File: src/shared/ubd_defs.vh
`ifndef UBD_DEFS_VH
`define UBD_DEFS_VH

// ---------------------------------------------------------------
// Register word indices on the Avalon-MM bus (byte address = 4*idx)
// ---------------------------------------------------------------
`define UBD_IDX_LOW        4'h0
`define UBD_IDX_HIGH_CTRL  4'h1
`define UBD_IDX_SPEED      4'h2
`define UBD_IDX_STATUS     4'h3
`define UBD_ADDR_W         4

// ---------------------------------------------------------------
// Field positions and widths
// ---------------------------------------------------------------
`define UBD_SEL_BIT        15
`define UBD_DIV_W          12
`define UBD_HI_MSB         11
`define UBD_HI_LSB         8
`define UBD_LO_MSB         7
`define UBD_LO_LSB         0
`define UBD_CTRL_W         7
`define UBD_CTRL_MSB       14
`define UBD_CTRL_LSB       8
`define UBD_FMT_SYNC       6
`define UBD_LANE_LO        2'h0
`define UBD_LANE_HI        2'h1
`define UBD_SPD_DOUBLE     0
`define UBD_SPD_SYNC       1

// ---------------------------------------------------------------
// Reset values
// ---------------------------------------------------------------
`define UBD_RST_DIV        12'h000
`define UBD_RST_CTRL       7'h06
`define UBD_RST_SPEED      2'h0
`define UBD_RST_DOUBLE     1'h0
`define UBD_RST_READ       32'h00000000

// ---------------------------------------------------------------
// Oversampling factors
// ---------------------------------------------------------------
`define UBD_FACTOR_NORMAL  5'h10
`define UBD_FACTOR_DOUBLE  5'h08
`define UBD_FACTOR_W       5

`endif

File: src/hdl/ubd_baud_regs.v
// Design decisions made here: the Avalon-MM register port and the register addresses.
`timescale 1ns/1ps
`include "ubd_defs.vh"

// Behaviour
// - High divisor and control share one location
// - Select bit reads zero from high register
// - Bits 14:12 reserved, read zero
// - Divisor twelve bits: high four, low eight
// - Low write reloads prescaler immediately
// - Double speed drops factor sixteen to eight, outside sync mode
module ubd_baud_regs (
  // Clock and reset
  input  wire                    sys_clk,
  input  wire                    resetn,
  // Avalon-MM slave
  input  wire [`UBD_ADDR_W-1:0]  address,
  input  wire                    read,
  input  wire                    write,
  input  wire [31:0]             writedata,
  input  wire [3:0]              byteenable,
  output reg  [31:0]             readdata,
  output reg                     waitrequest,
  // Baud outputs
  output reg                     baudTick,
  output reg                     bitTick,
  output reg  [`UBD_DIV_W-1:0]   baudDivisor,
  output reg  [`UBD_CTRL_W-1:0]  frameFormat,
  output reg                     doubleSpeedSelect
);

  // ---------------------------------------------------------------
  // Internal signals
  // ---------------------------------------------------------------
  // Bus handshake
  reg                    served;        // Answer given this cycle
  wire                   req;           // Request not yet answered

  // Write strobes
  wire                   wrLow;         // Low divisor write
  wire                   wrShared;      // Write to the shared word
  wire                   wrHigh;        // Shared write to the divisor
  wire                   wrCtrl;        // Shared write to control C
  wire                   wrSpeed;       // Speed register write

  // Prescaler link
  wire                   syncMode;      // Sync mode field of control C
  wire [`UBD_DIV_W-1:0]  loadDivisor;   // Value the prescaler loads
  wire                   baudTickRaw;   // Prescaler baud tick
  wire                   bitTickRaw;    // Prescaler bit tick

  // Read path
  reg  [31:0]            next_readdata; // Read mux result

  // ---------------------------------------------------------------
  // Decode helpers
  // ---------------------------------------------------------------

  // Write hit on one register word with its byte lane enabled
  function hitLane;
    input [`UBD_ADDR_W-1:0] addr;
    input [`UBD_ADDR_W-1:0] idx;
    input [3:0]             be;
    input [1:0]             lane;
    begin
      hitLane = (addr == idx) && be[lane];
    end
  endfunction

  // ---------------------------------------------------------------
  // Request and write strobes
  // ---------------------------------------------------------------

  // Bus request present and not yet answered
  assign req = (read || write) && !served;

  // Write strobes are taken on the request edge
  assign wrLow    = req && write &&
    hitLane(address, `UBD_IDX_LOW, byteenable, `UBD_LANE_LO);
  assign wrShared = req && write &&
    hitLane(address, `UBD_IDX_HIGH_CTRL, byteenable, `UBD_LANE_HI);
  assign wrSpeed  = req && write &&
    hitLane(address, `UBD_IDX_SPEED, byteenable, `UBD_LANE_LO);

  // Select bit routes the shared word to one of two registers
  assign wrHigh = wrShared && !writedata[`UBD_SEL_BIT];
  assign wrCtrl = wrShared && writedata[`UBD_SEL_BIT];

  // Sync mode is a field of control C, not a separate copy
  assign syncMode = frameFormat[`UBD_FMT_SYNC];

  // ---------------------------------------------------------------
  // Handshake: one wait cycle, answer on the second
  // ---------------------------------------------------------------
  // served keeps a held request from being taken twice
  always @(posedge sys_clk) begin
    if (!resetn) begin
      served      <= 1'b0;
      waitrequest <= 1'b1;
    end else begin
      served      <= req;
      waitrequest <= !req;
    end
  end

  // ---------------------------------------------------------------
  // Divisor register, high and low halves
  // ---------------------------------------------------------------
  // Reserved shared-word bits 14:12 are never stored in the divisor
  always @(posedge sys_clk) begin
    if (!resetn) begin
      baudDivisor <= `UBD_RST_DIV;
    end else begin
      // Low half; the same strobe reloads the prescaler
      if (wrLow) begin
        baudDivisor[`UBD_LO_MSB:`UBD_LO_LSB] <=
          writedata[`UBD_LO_MSB:`UBD_LO_LSB];
      end
      // High half; no reload until the count runs out
      if (wrHigh) begin
        baudDivisor[`UBD_HI_MSB:`UBD_HI_LSB] <=
          writedata[`UBD_HI_MSB:`UBD_HI_LSB];
      end
    end
  end

  // ---------------------------------------------------------------
  // Frame-format control C and speed register
  // ---------------------------------------------------------------
  // Control C is written only with the select bit set
  always @(posedge sys_clk) begin
    if (!resetn) begin
      frameFormat <= `UBD_RST_CTRL;
    end else if (wrCtrl) begin
      frameFormat <= writedata[`UBD_CTRL_MSB:`UBD_CTRL_LSB];
    end
  end

  // Double speed; the prescaler ignores it in sync mode
  always @(posedge sys_clk) begin
    if (!resetn) begin
      doubleSpeedSelect <= `UBD_RST_DOUBLE;
    end else if (wrSpeed) begin
      doubleSpeedSelect <= writedata[`UBD_SPD_DOUBLE];
    end
  end

  // ---------------------------------------------------------------
  // Read mux; shared word shows divisor, select and reserved zero
  // ---------------------------------------------------------------
  always @* begin
    next_readdata = `UBD_RST_READ;
    case (address)
      `UBD_IDX_LOW: begin
        next_readdata[`UBD_LO_MSB:`UBD_LO_LSB] =
          baudDivisor[`UBD_LO_MSB:`UBD_LO_LSB];
      end
      // Control C is not readable here; reads see the divisor view
      `UBD_IDX_HIGH_CTRL: begin
        next_readdata[`UBD_HI_MSB:`UBD_HI_LSB] =
          baudDivisor[`UBD_HI_MSB:`UBD_HI_LSB];
      end
      `UBD_IDX_SPEED: begin
        next_readdata[`UBD_SPD_DOUBLE] = doubleSpeedSelect;
        next_readdata[`UBD_SPD_SYNC]   = syncMode;
      end
      // Whole divisor in one word
      `UBD_IDX_STATUS: begin
        next_readdata[`UBD_DIV_W-1:0] = baudDivisor;
      end
      default: begin
        next_readdata = `UBD_RST_READ;
      end
    endcase
  end

  // Read data loads on the request edge, held until the next read
  always @(posedge sys_clk) begin
    if (!resetn) begin
      readdata <= `UBD_RST_READ;
    end else if (req && read) begin
      readdata <= next_readdata;
    end
  end

  // ---------------------------------------------------------------
  // Prescaler; divisor changes mid-frame are not guarded
  // ---------------------------------------------------------------
  // A low write forwards its byte so the reload sees the new value
  assign loadDivisor = wrLow ?
    {baudDivisor[`UBD_HI_MSB:`UBD_HI_LSB],
     writedata[`UBD_LO_MSB:`UBD_LO_LSB]} : baudDivisor;

  ubd_prescaler uPre (
    .sys_clk     (sys_clk),
    .resetn      (resetn),
    .divisor     (loadDivisor),
    .reload      (wrLow),
    .doubleSpeed (doubleSpeedSelect),
    .syncMode    (syncMode),
    .baudTick    (baudTickRaw),
    .bitTick     (bitTickRaw)
  );

  // ---------------------------------------------------------------
  // Output stage
  // ---------------------------------------------------------------
  // Ticks leave through flops, one cycle behind the prescaler
  always @(posedge sys_clk) begin
    if (!resetn) begin
      baudTick <= 1'b0;
      bitTick  <= 1'b0;
    end else begin
      baudTick <= baudTickRaw;
      bitTick  <= bitTickRaw;
    end
  end

endmodule

File: src/hdl/ubd_prescaler.v
`timescale 1ns/1ps
`include "ubd_defs.vh"

module ubd_prescaler (
  // Clock and reset
  input  wire                      sys_clk,
  input  wire                      resetn,
  // Divisor and reload
  input  wire [`UBD_DIV_W-1:0]     divisor,
  input  wire                      reload,
  input  wire                      doubleSpeed,
  input  wire                      syncMode,
  // Ticks
  output reg                       baudTick,
  output reg                       bitTick
);

  reg [`UBD_DIV_W-1:0]    count;
  reg [`UBD_FACTOR_W-1:0] phase;
  wire [`UBD_FACTOR_W-1:0] factor;

  // Double speed halves the factor only when asynchronous
  assign factor = (doubleSpeed && !syncMode) ?
                  `UBD_FACTOR_DOUBLE : `UBD_FACTOR_NORMAL;

  // ---------------------------------------------------------------
  // Down counter, tick at zero, reload on low write
  // ---------------------------------------------------------------
  always @(posedge sys_clk) begin
    if (!resetn) begin
      count    <= `UBD_RST_DIV;
      phase    <= {`UBD_FACTOR_W{1'b0}};
      baudTick <= 1'b0;
      bitTick  <= 1'b0;
    end else if (reload) begin
      count    <= divisor;
      phase    <= {`UBD_FACTOR_W{1'b0}};
      baudTick <= 1'b0;
      bitTick  <= 1'b0;
    end else if (count == {`UBD_DIV_W{1'b0}}) begin
      count    <= divisor;
      baudTick <= 1'b1;
      // Wrap also when phase overshoots a lowered factor
      if (phase >= factor - 5'h01) begin
        phase   <= {`UBD_FACTOR_W{1'b0}};
        bitTick <= 1'b1;
      end else begin
        phase   <= phase + 5'h01;
        bitTick <= 1'b0;
      end
    end else begin
      count    <= count - 12'h001;
      baudTick <= 1'b0;
      bitTick  <= 1'b0;
    end
  end

endmodule

File: config.mk
export PLATFORM = sky130hd
export DESIGN_NAME = ubd_baud_regs
export DESIGN_NICKNAME = d
export VERILOG_FILES = /design/src/hdl/ubd_baud_regs.v /design/src/hdl/ubd_prescaler.v
export VERILOG_INCLUDE_DIRS = /design/src /design/src/shared
export SDC_FILE = /design/constraint.sdc
export NUM_CORES = 1
export LEC_CHECK = 0
export BUFFER_PORTS_ARGS = -buffer_cell sky130_fd_sc_hd__buf_2
export CAP_MARGIN = 20
export CORE_UTILIZATION = 37
export DETAILED_ROUTE_END_ITERATION = 6
export SETUP_SLACK_MARGIN = 0.2
export SYNTH_ARGS = -nofsm -noshare
export SYNTH_HDL_FRONTEND = slang
export SYNTH_SLANG_ARGS = --single-unit
File: constraint.sdc
create_clock -name sys_clk -period 2.75 [get_ports sys_clk]
set_clock_uncertainty 0.2 [all_clocks]
set_input_delay 0.1375 -clock sys_clk [delete_from_list [all_inputs] [get_ports sys_clk]]
set_output_delay 0.1375 -clock sys_clk [all_outputs]
set_load 0.02 [all_outputs]
==> flow_metrics.py <==
metrics = {
    "clock_network": {
        "cts_root_buffer": "clkbuf_8",
        "cts_resized": 0,
        "cts_buffers": 5,
        "cts_sinks": 55,
        "h-tree-depth": 2,
        "tritoncts": "built",
        "clkTransAtPathRegs_ns": 0.10,
        "cts_buffer_depth": 2,
        "insertion_delay_ns": 0.31,
    },
    "layout": {
        "antennaDiodeCount": 0,
        "multi_input_area_um2": 1330,
        "area_growth_pct": 21.6,
        "fin_area_um2": 3230,
        "n_fill_cell": 670,
        "drive_gt1_share_pct": 23.5,
        "ff_latch_area_um2": 1100,
        "final_nets": 417,
    },
    "pwr": {
        "irDropWorstVdd_v": 0.000391,
        "seq_power_share_pct": 41.7,
        "p_total_mw": 2.41,
        "power_frac_clock_pct": 26.0,
        "comb_power_share_pct": 32.3,
        "p_sw_share_pct": 32.8,
        "p_per_area_nw_per_um2": 745,
        "internal_power_mw": 1.62,
        "switchingPower_uw": 790,
        "leakagePower_nw": 1.41,
    },
    "synth": {
        "synth_top_area_cell": "dfxtp_1",
        "synth_top_family_by_area": "simple AND/OR/NAND/NOR gates",
        "async_flop_share_pct": 0,
        "synth_edf_count": 0,
        "synthAdderAreaFrac_pct": 1.89,
        "ys_types": 52,
        "synth_top_area_share_pct": 41.5,
        "synth_top_flop_cell": "dfxtp_1",
        "yosys_warnings": 0,
        "synth_seq_cells": 55,
        "synthTopCellsByArea": "dfxtp_1, buf_4, mux2i_1",
        "synth_xor_area_share_pct": 2.31,
        "yosysSeqAreaShare_pct": 41.5,
        "synth_compound_gate_area_share_pct": 13.3,
        "synthMuxAreaShare_pct": 5.28,
        "synthCells": 298,
        "synth_area_um2": 2660,
        "yosys.area_share.simple_pct": 24.6,
        "syn_avg_cell_area_um2": 8.91,
    },
    "placed_design": {
        "io_buffers": 60,
        "dp_slack_ns": 0.510,
        "dp_hpwl_mm": 4.59,
        "gp_congestion": 0.813,
        "dpl_cell_area_um2": 2930,
    },
    "min_path": {
        "hp-class": "primary input to flip-flop",
        "hold_start": "address[3]",
    },
    "floorplan": {
        "rows": 30,
        "ios": 99,
        "die_area_um2": 7520,
        "start_util_pct": 38.7,
        "core_um2": 6870,
        "die_w_um": 86.7,
        "die-height_um": 86.7,
    },
    "sta": {
        "min_period_ns": 2.24,
        "fin_crit_sh_pct": 81.3,
        "setup_violations": 0,
        "clock.fmax_mhz": 447,
        "hold_violations": 0,
        "grt_setup_unrepaired": "no",
        "max_slew_margin_pct": 56.0,
        "fin_setup_tns_ns": 0,
        "finalMaxSlewViolations": 0,
        "hold_ws_ns": 0.0115,
        "tightest_slew_ns": 0.659,
        "setup_slack_ns": 0.515,
    },
    "grt": {
        "grt_start_max_net_pins": 21,
        "grt_overflow": 0,
        "grt_pass1_wl_mm": 10.1,
        "antenna_found_initial": 0,
        "grt_pass1_vias": 2084,
        "grt_use_total_pct": 17.3,
    },
    "critical_path": {
        "crit_required_ns": 2.73,
        "reg2reg_from": "served",
        "criticalPathCategory": "flip-flop to flip-flop",
        "start_kind": "flip-flop",
        "crit_start": "served",
        "critPathCaptureType": "flip-flop",
        "cp_max_fo": 15,
        "crit_arrival_ns": 2.22,
    },
    "detailed_routing": {
        "drc": 0,
        "post_drt_via_cell_ratio": 4.87,
        "dr.pass1.iters": 4,
        "routed_wl_mm": 6.30,
        "vias": 2270,
        "ant_nets": 0,
        "wl_per_cell_um": 13.5,
        "first_iter_violations": 109,
    },
    "flow_run": {
        "drv_cap": 0,
    },
    "status": {
        "status": "finished, final reports clean",
    },
}
worst paths after layout:
kind                                       to  slack [ns]  depth (start not counted)
worst max-delay path            uPre.count[7]        0.51                          4
worst max register to register  uPre.count[7]        0.51                          4
worst min register to register       baudTick        0.24                          1
worst min-delay path              readdata[8]        0.01                          4
sequential cells by signal (all words and copies together) (netlist names):
signal	cells
baudDivisor	12
readdata	12
uPre.count	12
frameFormat	7
uPre.phase	5
baudTick	1
bitTick	1
doubleSpeedSelect	1
served	1
uPre.baudTick	1
uPre.bitTick	1
waitrequest	1
synthesized netlist by cell type (all sizes together), types with 3 or more instances:
master  instances
clkbuf          6
o21ai           6
nor2b           3
or4             3
mux2i          14
nand4           3
nor4            5
and3            3
and2            5
buf            32
xnor2           6
inv             7
or3             3
nand2          29
a22oi           8
o31ai           7
dfxtp          55
nor3           10
nor2           27
a211oi          4
nand3          14
ha              4
a21oi          22
routing by layer:
| layer | part of all wire [%] | wire length (µm) | GRT usage (%) | up-vias |
|---|---|---|---|---|
| li1 | - | - | - | 1137 |
| met1 | 46 | 2910 | 22.7 | 1067 |
| met2 | 48 | 3030 | 29.3 | 59 |
| met3 | 4.7 | 294 | 3.24 | 7 |
| met4 | 1.1 | 68 | 4.70 | 0 |
| met5 | 0 | 0 | 0 | - |
cells by family after synthesis:
group	count (synthesis)
buffers and inverters	45
other	1
adder cells (fa/ha/maj)	4
AO/OA/AOI/OAI	54
XOR/XNOR	7
flip-flops	55
multiplexers	14
AND/OR/NAND/NOR	118
timing repair:
action                                  4_1_cts  5_1_grt
endpoints found under the hold margin        30        0
hold buffers                                 17        0
endpoints found under the setup margin        0        0
setup buffers                                 0        0
through the flow:
step | cells | util, %
after floorplan | 317 | -
after global placement | 441 | 42.6
after detailed placement | 441 | 42.6
after CTS | 466 | 47.0
after global routing | 466 | 47.0
final | 466 | 47.0
cell type report:
cell class              count  share of cell area [%]
inverters                   7                   0.814
repair buffers             83                    16.0
clock buffers               6                    2.25
clock inverters             2                    1.86
flip-flops and latches     55                    34.1
well taps                  96                    3.72
multi-input cells         217                    41.3
power groups by stage:
| stage | registers, mW | clock network, mW | logic [mW] |
|---|---|---|---|
| after floorplan | 0.981 | 0 | 0.677 |
| after global placement | 1.02 | 0 | 0.743 |
| after detailed placement | 1.02 | 0 | 0.753 |
| after CTS | 1.00 | 0.635 | 0.778 |
| after global routing | 1.02 | 0.666 | 0.858 |
| final | 1.00 | 0.626 | 0.776 |
cell usage in the layout (no fill, tap or decap), types with 3 or more instances in the layout:
cell and instances:
o31ai_1 7, buf_4 6, ha_1 4, nand3_1 14
nor4_1 3, o21ai_0 4, and3_1 3, mux2i_1 14
a22oi_1 8, dfxtp_1 55, inv_1 7, buf_2 60
dlygate4sd3_1 17, nor3_1 8, nor2b_1 3, nor2_1 27
a21oi_1 21, and2_1 5, xnor2_1 6, a211oi_1 3
conb_1 20, nand2_1 28, or3_1 3, clkbuf_8 5
worst max-delay path, stage by stage, from the launching register on:
cell and delay [ns]:
dfxtp_1 0.35, or4b_4 0.56, or3_1 0.58, nand2_4 0.29
o311ai_2 0.12
Note: power is estimated with default switching activity, not from simulation.
